`src/sfl_regs.svh`:
```
// Constants for the flash lock and soft-reset command block
`ifndef SFL_REGS_SVH
`define SFL_REGS_SVH
`define SFL_OP_LOCK_ONE 8'h36
`define SFL_OP_UNLOCK_ONE 8'h39
`define SFL_OP_READ_LOCK 8'h3D
`define SFL_OP_LOCK_ALL 8'h7E
`define SFL_OP_UNLOCK_ALL 8'h98
`define SFL_OP_RST_ARM 8'h66
`define SFL_OP_RST_GO 8'h99
`define SFL_LOCK_RESET 1'b1
`define SFL_CLK_MHZ 100
`define SFL_TRST_US 30
`define SFL_TRST_CYC (`SFL_TRST_US * `SFL_CLK_MHZ)
`define SFL_UNIT_SHIFT 16
`endif

```
`src/sfl_pkg.sv`:
```
// Types for the flash lock and soft-reset command block
package sfl_pkg;
  typedef enum logic [4:0] {
    SFL_IDLE = 5'h01,
    SFL_OPC = 5'h02,
    SFL_ADDR = 5'h04,
    SFL_READ = 5'h08,
    SFL_DONE = 5'h10
  } sfl_state_t;
endpackage

```
`src/sfl_lock_if.sv`:
```
// Interface between command logic and lock-bit store
`timescale 1ns/10ps
interface sfl_lock_if #(parameter int UNITS = 512);
  logic wr_one;
  logic wr_all;
  logic wr_val;
  logic [$clog2(UNITS)-1:0] idx;
  logic rd_bit;
  modport ctl (output wr_one, output wr_all, output wr_val, output idx, input rd_bit);
  modport mem (input wr_one, input wr_all, input wr_val, input idx, output rd_bit);
endinterface

```
`src/sfl_lock_mem.sv`:
```
// Volatile lock-bit store, one bit per block or sector
`timescale 1ns/10ps
module sfl_lock_mem #(
  parameter int UNITS = 512
) (
  input wire logic ref_clk,
  input wire logic rst_b,
  input wire logic clk_en,
  sfl_lock_if.mem lk
);
  `include "sfl_regs.svh"
  logic [UNITS-1:0] bits_q;
  logic rd_q;

  // All units lock at reset [RULE_02]
  always_ff @(posedge ref_clk) begin
    if (!rst_b) begin
      bits_q <= {UNITS{`SFL_LOCK_RESET}};
    end else if (clk_en) begin
      if (lk.wr_all) begin
        bits_q <= {UNITS{lk.wr_val}}; // [RULE_07] [RULE_08]
      end else if (lk.wr_one) begin
        bits_q[lk.idx] <= lk.wr_val; // [RULE_03] [RULE_13]
      end
    end
  end

  always_ff @(posedge ref_clk) begin
    if (!rst_b) begin
      rd_q <= `SFL_LOCK_RESET;
    end else if (clk_en) begin
      rd_q <= bits_q[lk.idx];
    end
  end

  assign lk.rd_bit = rd_q;
endmodule

```
`src/sfl_cmd.sv`:
```
// Lock-bit and software-reset command interpreter of a serial flash
`timescale 1ns/10ps
`include "sfl_regs.svh"
// Notes on behaviour
// RULE_01: Lock bits protect only while the scheme-select bit is 1, else level bits rule.
// RULE_02: Lock bits are volatile and all set to 1 after power-up or reset.
// RULE_03: Command 39h with an address clears the addressed unit's lock bit.
// RULE_04: Opcode and address bits are sampled on rising serial-clock edges.
// RULE_05: Command 3Dh with an address shifts the lock byte out MSB first on falling edges.
// RULE_06: The readback byte's LSB is 1 for locked, 0 for unlocked.
// RULE_07: Command 7Eh alone sets every lock bit.
// RULE_08: Command 98h alone clears every lock bit.
// RULE_09: Reset runs only when 66h is directly followed by 99h; anything else disarms.
// RULE_10: An accepted reset returns all volatile state to power-on values.
// RULE_11: After a reset all commands are ignored for about 30 us.
// RULE_12: The host should check busy and suspend clear before the reset pair.
// RULE_13: Command 36h with an address sets the addressed unit's lock bit.
// RULE_14: Each address maps to the lock bit of the unit containing it.
module sfl_cmd
  import sfl_pkg::*;
#(
  parameter int UNITS = 512,
  parameter int TRST_CYC = `SFL_TRST_CYC
) (
  input wire logic ref_clk,
  input wire logic rst_b,
  input wire logic clk_en,
  input wire logic cs_b,
  input wire logic sclk,
  input wire logic serial_in,
  input wire logic addr4_mode,
  input wire logic protect_scheme_select,
  input wire logic protect_complement,
  input wire logic top_bottom_select,
  input wire logic [3:0] block_protect_level,
  input wire logic write_enable_latch_set,
  input wire logic suspend_set,
  input wire logic busy,
  input wire logic [7:0] read_param_in,
  input wire logic read_param_load,
  input wire logic [7:0] cont_read_in,
  input wire logic cont_read_load,
  input wire logic [31:0] query_addr,
  output logic serial_out,
  output logic serial_out_en_b,
  output logic query_locked,
  output logic lock_scheme_active,
  output logic abort_op,
  output logic reset_busy,
  output logic write_enable_latch,
  output logic suspend_flag,
  output logic [7:0] read_param_bits,
  output logic [7:0] continuous_read_bits
);
  localparam int IW = $clog2(UNITS);
  localparam int CW = $clog2(TRST_CYC + 1);

  // Unit index is a plain slice, so the unit count must be a power of two
  if (UNITS < 2 || UNITS > 65536 || (UNITS & (UNITS - 1)) != 0
      || TRST_CYC < 1) begin : g_bad_param
    $error("sfl_cmd: bad parameters");
  end

  sfl_lock_if #(.UNITS(UNITS)) lk ();
  sfl_lock_mem #(.UNITS(UNITS)) u_mem (
    .ref_clk(ref_clk),
    .rst_b(rst_b),
    .clk_en(clk_en),
    .lk(lk)
  );

  // ****************************************
  // Serial pin sampling and edge detection
  // ****************************************
  sfl_state_t state_q;
  logic sclk_q, cs_q;
  logic [7:0] sh_q;
  logic [5:0] cnt_q;
  logic [7:0] op_q;
  logic [31:0] addr_q;
  logic armed_q;
  logic [CW-1:0] rec_q;
  logic [7:0] out_q;
  logic soft_rst;
  logic rise, fall, cs_rise;
  logic [5:0] addr_bits;
  logic known_addr_op;
  logic addr_done_q;

  assign rise = sclk & ~sclk_q & ~cs_b; // [RULE_04]
  assign fall = ~sclk & sclk_q & ~cs_b;
  assign cs_rise = cs_b & ~cs_q;
  assign addr_bits = addr4_mode ? 6'd32 : 6'd24;
  assign known_addr_op = (op_q == `SFL_OP_LOCK_ONE) || (op_q == `SFL_OP_UNLOCK_ONE)
    || (op_q == `SFL_OP_READ_LOCK);

  always_ff @(posedge ref_clk) begin
    if (!rst_b) begin
      sclk_q <= 1'b0;
      cs_q <= 1'b1;
    end else if (clk_en) begin
      sclk_q <= sclk;
      cs_q <= cs_b;
    end
  end

  // ****************************************
  // Command framing state machine
  // ****************************************
  always_ff @(posedge ref_clk) begin
    if (!rst_b || soft_rst) begin
      state_q <= SFL_IDLE;
      cnt_q <= 6'd0;
      sh_q <= 8'h00;
      op_q <= 8'h00;
      addr_q <= 32'h0000_0000;
    end else if (clk_en) begin
      if (cs_b) begin
        state_q <= SFL_IDLE;
        cnt_q <= 6'd0;
      end else begin
        case (state_q)
          SFL_IDLE: begin
            // Ignore frames during reset recovery [RULE_11]
            state_q <= (rec_q != '0) ? SFL_DONE : SFL_OPC;
            cnt_q <= 6'd0;
          end
          SFL_OPC: begin
            if (rise) begin
              sh_q <= {sh_q[6:0], serial_in}; // [RULE_04]
              cnt_q <= cnt_q + 6'd1;
              if (cnt_q == 6'd7) begin
                op_q <= {sh_q[6:0], serial_in};
                cnt_q <= 6'd0;
                state_q <= SFL_ADDR;
              end
            end
          end
          SFL_ADDR: begin
            if (rise && known_addr_op) begin
              addr_q <= {addr_q[30:0], serial_in}; // [RULE_04]
              cnt_q <= cnt_q + 6'd1;
              if (cnt_q == addr_bits - 6'd1) begin
                cnt_q <= 6'd0;
                state_q <= (op_q == `SFL_OP_READ_LOCK) ? SFL_READ : SFL_DONE;
              end
            end else if (rise) begin
              state_q <= SFL_DONE; // Extra clocks spoil a one-byte command
            end
          end
          SFL_READ: begin
            if (fall) begin
              cnt_q <= cnt_q + 6'd1;
            end
          end
          SFL_DONE: state_q <= SFL_DONE;
          default: state_q <= SFL_IDLE;
        endcase
      end
    end
  end

  // Only the top address bits pick the unit; uniform granularity [RULE_14]
  logic [31:0] eff_addr;
  logic [31:0] unit_full;
  assign eff_addr = addr4_mode ? addr_q : {8'h00, addr_q[23:0]};
  assign unit_full = eff_addr >> `SFL_UNIT_SHIFT;

  // ****************************************
  // Command execution at select release
  // ****************************************
  logic exec;
  logic lock_cmd_ok;
  assign exec = cs_rise && (state_q == SFL_ADDR) && (rec_q == '0);
  assign lock_cmd_ok = exec && (cnt_q == 6'd0);

  always_comb begin
    lk.wr_one = 1'b0;
    lk.wr_all = 1'b0;
    lk.wr_val = 1'b0;
    // Frame address owns the port until the frame has closed
    lk.idx = (state_q != SFL_IDLE) ? unit_full[IW-1:0]
      : query_addr[`SFL_UNIT_SHIFT +: IW];
    if (lock_cmd_ok) begin
      case (op_q)
        `SFL_OP_LOCK_ALL: begin
          lk.wr_all = 1'b1; // [RULE_07]
          lk.wr_val = 1'b1;
        end
        `SFL_OP_UNLOCK_ALL: lk.wr_all = 1'b1; // [RULE_08]
        default: lk.wr_all = 1'b0;
      endcase
    end
    // Address commands commit once full address is in
    if (cs_rise && state_q == SFL_DONE && rec_q == '0 && cnt_q == 6'd0) begin
      if (op_q == `SFL_OP_LOCK_ONE && addr_done_q) begin
        lk.wr_one = 1'b1; // [RULE_13]
        lk.wr_val = 1'b1;
      end else if (op_q == `SFL_OP_UNLOCK_ONE && addr_done_q) begin
        lk.wr_one = 1'b1; // [RULE_03]
        lk.wr_val = 1'b0;
      end
    end
    // Soft reset relocks the whole array [RULE_02] [RULE_10]
    if (soft_rst) begin
      lk.wr_all = 1'b1;
      lk.wr_val = `SFL_LOCK_RESET;
    end
  end

  // Marks a complete address with no trailing clocks
  always_ff @(posedge ref_clk) begin
    if (!rst_b || soft_rst) begin
      addr_done_q <= 1'b0;
    end else if (clk_en) begin
      if (cs_b) begin
        addr_done_q <= 1'b0;
      end else if (state_q == SFL_ADDR && rise && known_addr_op
          && cnt_q == addr_bits - 6'd1) begin
        addr_done_q <= 1'b1;
      end else if (state_q == SFL_DONE && rise) begin
        addr_done_q <= 1'b0;
      end
    end
  end

  // ****************************************
  // Lock readback shifter
  // ****************************************
  // Read data lags one ref_clk; sclk must be well below ref_clk
  always_ff @(posedge ref_clk) begin
    if (!rst_b || soft_rst) begin
      out_q <= 8'h00;
      serial_out <= 1'b0;
      serial_out_en_b <= 1'b1;
    end else if (clk_en) begin
      if (state_q != SFL_READ || cs_b) begin
        serial_out_en_b <= 1'b1;
        out_q <= {7'h00, lk.rd_bit}; // [RULE_06]
        serial_out <= 1'b0;
      end else if (fall) begin
        serial_out_en_b <= 1'b0;
        serial_out <= out_q[7]; // [RULE_05]
        out_q <= (cnt_q[2:0] == 3'd7) ? {7'h00, lk.rd_bit} : {out_q[6:0], 1'b0};
      end else if (cnt_q == 6'd0) begin
        // Reload until the new address has reached the store
        out_q <= {7'h00, lk.rd_bit}; // [RULE_06]
      end
    end
  end

  // ****************************************
  // Software reset pair and recovery
  // ****************************************
  logic op_end;
  assign op_end = cs_rise && (state_q != SFL_IDLE) && (rec_q == '0) && (cnt_q == 6'd0)
    && (state_q == SFL_ADDR);
  assign soft_rst = clk_en && op_end && armed_q && (op_q == `SFL_OP_RST_GO); // [RULE_09]

  always_ff @(posedge ref_clk) begin
    if (!rst_b) begin
      armed_q <= 1'b0;
    end else if (clk_en) begin
      if (soft_rst) begin
        armed_q <= 1'b0;
      end else if (cs_rise && state_q != SFL_IDLE && rec_q == '0) begin
        armed_q <= op_end && (op_q == `SFL_OP_RST_ARM); // [RULE_09]
      end
    end
  end

  always_ff @(posedge ref_clk) begin
    if (!rst_b) begin
      rec_q <= '0;
      reset_busy <= 1'b0;
      abort_op <= 1'b0;
    end else if (clk_en) begin
      abort_op <= soft_rst; // [RULE_10]
      if (soft_rst) begin
        rec_q <= CW'(TRST_CYC); // [RULE_11]
        reset_busy <= 1'b1;
      end else if (rec_q != '0) begin
        rec_q <= rec_q - CW'(1);
        reset_busy <= (rec_q != CW'(1));
      end
    end
  end

  // ****************************************
  // Volatile settings lost on reset
  // ****************************************
  always_ff @(posedge ref_clk) begin
    if (!rst_b || soft_rst) begin
      write_enable_latch <= 1'b0; // [RULE_10]
      suspend_flag <= 1'b0;
      read_param_bits <= 8'h00;
      continuous_read_bits <= 8'h00;
    end else if (clk_en) begin
      if (write_enable_latch_set) write_enable_latch <= 1'b1;
      if (suspend_set && !busy) suspend_flag <= 1'b1;
      if (read_param_load) read_param_bits <= read_param_in;
      if (cont_read_load) continuous_read_bits <= cont_read_in;
    end
  end

  // ****************************************
  // Protection scheme selection
  // ****************************************
  // Level-based scheme lives elsewhere; here lock bits gate only under select
  always_ff @(posedge ref_clk) begin
    if (!rst_b) begin
      query_locked <= 1'b0;
      lock_scheme_active <= 1'b0;
    end else if (clk_en) begin
      lock_scheme_active <= protect_scheme_select; // [RULE_01]
      query_locked <= protect_scheme_select & lk.rd_bit; // [RULE_01]
    end
  end

endmodule

```
`config.mk`:
```
export PLATFORM = sky130hd
export DESIGN_NAME = sfl_cmd
export DESIGN_NICKNAME = d
export VERILOG_FILES = /design/src/sfl_pkg.sv /design/src/sfl_lock_if.sv /design/src/sfl_lock_mem.sv /design/src/sfl_cmd.sv
export VERILOG_INCLUDE_DIRS = /design/src
export SDC_FILE = /design/constraint.sdc
export NUM_CORES = 2
export LEC_CHECK = 0
export BUFFER_PORTS_ARGS = -buffer_cell sky130_fd_sc_hd__clkbuf_2
export CAP_MARGIN = 20
export CORE_MARGIN = 3
export CORE_UTILIZATION = 38
export DETAILED_ROUTE_END_ITERATION = 6
export GPL_TIMING_DRIVEN = 1
export PLACE_DENSITY = 0.55
export SLEW_MARGIN = 10
export SYNTH_ARGS = -nofsm -noshare
export SYNTH_HDL_FRONTEND = slang
export SYNTH_SLANG_ARGS = --single-unit
```
`constraint.sdc`:
```
create_clock -name ref_clk -period 3.8 [get_ports ref_clk]
set_input_delay 0 -clock ref_clk [delete_from_list [all_inputs] [get_ports ref_clk]]
set_output_delay 0 -clock ref_clk [all_outputs]
set_load 0.02 [all_outputs]
```
==> results.sh <==
export IMPL_antenna_found_initial=0
export IMPL_netlist_top_cells_count="nor2_1, dfxtp_1, o21ai_0"
export IMPL_worst_slack_ns=0.0463
export IMPL_drtIter0Drc=3342
export IMPL_cts_tree="built"
export IMPL_cts_reportedPaths_clkPinSlew_ns=0.06
export IMPL_power_leakage_nw=15.4
export IMPL_critPathLaunch="state_q[4]"
export IMPL_period_minus_slack_ns=3.75
export IMPL_hold_viol=0
export IMPL_gr_total_overflow=0
export IMPL_grt_max_degree=193
export IMPL_reg2reg_from="state_q[4]"
export IMPL_htree_levels=3
export IMPL_setup_violations_final=0
export IMPL_worst_setup_path_type="flip-flop to flip-flop"
export IMPL_cap_violations=0
export IMPL_gp_congestion=0.819
export IMPL_end_kind="flip-flop"
export IMPL_hold_path_class="primary input to flip-flop"
export IMPL_io_pins=91
export IMPL_dpl_worst_slack_ns=0.198
export IMPL_root_buffer="clkbuf_16"
export IMPL_drv_slew=0
export IMPL_wirelength_um=128000
export IMPL_dpl_cell_area_sq_um=38500
export IMPL_grt_first_pass_wirelength_um=197000
export IMPL_ant_nets=0
export IMPL_insertion_delay_ns=0.63
export IMPL_routedWlPerCell_um=21.8
export IMPL_synth_cell_types=69
export IMPL_yosysTopAreaCellShare_pct=33.9
export IMPL_cts_sinks=612
export IMPL_ys_async_sr_fraction_pct=0
export IMPL_violations="DRC"
export IMPL_timing_final_crit_share_pct=98.8
export IMPL_dieArea_sq_um=98800
export IMPL_min_delay_start="clk_en"
export IMPL_yosys_top_cells_area="dfxtp_1, mux2i_1, nor2_1"
export IMPL_dpl_hpwl_um=71800
export IMPL_syn_area_sq_um=36100
export IMPL_layout_drive_gt1_share_pct=13.5
export IMPL_postLayoutCoreUtil_pct=44.1
export IMPL_syn_inst=4649
export IMPL_fmax_ghz=0.266
export IMPL_synthFlopType="dfxtp_1"
export IMPL_final_setup_tns_ns=0
export IMPL_coreArea_sq_um=93700
export IMPL_rows=112
export IMPL_drc_errors=1
export IMPL_crit_required_ns=4.30
export IMPL_nets=4623
export IMPL_synth_fp_nets=4722
export IMPL_status="complete, but fails checks"
export IMPL_synth_seq_area_share_pct=33.9
export IMPL_numCtsBuffers=71
export IMPL_drtPass1Iterations=7
export IMPL_clock_path_buffers=3
export IMPL_start_kind="flip-flop"
export IMPL_ir_drop_v=0.000347
export IMPL_powerDensity_nw_per_um2=417
export IMPL_io_buffers=61
export IMPL_grt_usage_pct=25.0
export IMPL_yosys_area_top_type="dfxtp_1"
export IMPL_die_w_um=314
export IMPL_grt_pass1_vias=32400
export IMPL_routed_via_count=34600
export IMPL_die_h_um=314
export IMPL_area_growth_synth_to_final_pct=14.5
export IMPL_total_power_w=0.0173
export IMPL_skew_ns=0.0254
export IMPL_rsz0062_at_grt="no"
export IMPL_drt_vias_per_instance=5.91
export IMPL_ctsResizeCount=0
export IMPL_critPathMaxFanout=34
export IMPL_cp_arrival_ns=4.25
export IMPL_synth_edf_count=0
export IMPL_rrSetupSlack_ns=0.05
export IMPL_final_cell_area_sq_um=41400
export IMPL_avgSynthCellArea_sq_um=7.77
export IMPL_post_synth_top_count_cell="nor2_1"
export IMPL_initial_core_util_pct=38.5
export IMPL_synth_seq_cells=612
export IMPL_diodes=0
export IMPL_slew_headroom_pct=23.0
export IMPL_tightest_slew_ns=1.15
export IMPL_yosysWarnings=0
==> worst paths after layout <==
| kind | depth (start not counted) | to |
|---|---|---|
| worst max-delay path | 11 | u_mem.lk.rd_bit |
| worst min-delay path | 4 | serial_out_en_b |
| worst min register to register | 2 | out_q[2] |
| worst max register to register | 11 | u_mem.lk.rd_bit |
==> routing by layer <==
metal	track usage [%]	up-vias	part of all wire, %
li1	-	16200	-
met1	35.0	17000	45
met2	40.5	1184	46
met3	3.24	206	6.5
met4	7.13	0	2.5
met5	0	-	0
==> cell families after synthesis <==
kind of cell	count (synthesis)	synth area share (%)
multiplexers	607	20.7
AND/OR/NAND/NOR	1641	19.2
AO/OA/AOI/OAI	1250	19.8
adder cells (fa/ha/maj)	6	0.208
flip-flops	612	33.9
XOR/XNOR	11	0.267
buffers and inverters	522	5.92
==> report_power, final <==
part           switching (W)  internal (W)
clock                0.00288       0.00401
sequential         0.0000870       0.00650
combinational        0.00253       0.00126
==> stage by stage <==
step,hold WS [ns],instances
6_report,0.0700,5853
5_1_grt,0.0811,5853
4_1_cts,0.0223,5853
3_5_place_dp,0.247,5673
3_3_place_gp,0.238,5673
2_1_floorplan,0.136,4649
==> area by class of cell <==
type | instances | area (sq um)
clock buffers | 108 | 2170
flip-flops and latches | 612 | 12300
well taps | 1254 | 1570
multi-input cells | 3515 | 22000
inverters | 12 | 45.0
fillers | 9201 | 52400
repair buffers | 338 | 3190
clock inverters | 14 | 134
==> placed cells by master (no fill, tap or decap), types with 28 or more instances in the layout <==
cell           instances
nor2_1               787
dfxtp_1              609
o21ai_0              495
nand2_1              463
mux2i_1              428
a21oi_1              261
nor3_1               200
o21ai_1              169
buf_4                168
mux4_2               106
a22oi_1               90
clkbuf_16             76
mux2_2                73
dlygate4sd3_1         58
clkbuf_2              58
buf_12                51
nand3_1               50
a31oi_1               49
nand4_1               28
a41oi_1               28
==> timing repair <==
item                      4_1_cts  5_1_grt
hold buffers                   58        0
buffers inserted                0        0
hold endpoints to repair      147        0
==> sequential cells by signal, indices dropped and copies added (netlist names), 5 cells and up <==
register / flops
state_q: 5
op_q: 8
sh_q: 7
addr_q: 25
out_q: 8
read_param_bits: 8
u_mem.bits_q: 512
rec_q: 12
continuous_read_bits: 8
cnt_q: 6
==> critical path, cell delays in order (launching register included) <==
cell     delay, ns
dfxtp_1       0.40
nor4_2        0.42
buf_12        0.30
a21oi_1       0.17
nor2_4        0.44
buf_12        0.29
o22ai_1       0.11
o21ai_0       0.48
buf_4         0.20
a41oi_1       0.28
nor4_1        0.38
a31oi_1       0.12
Power figures use the tool's default switching activity.
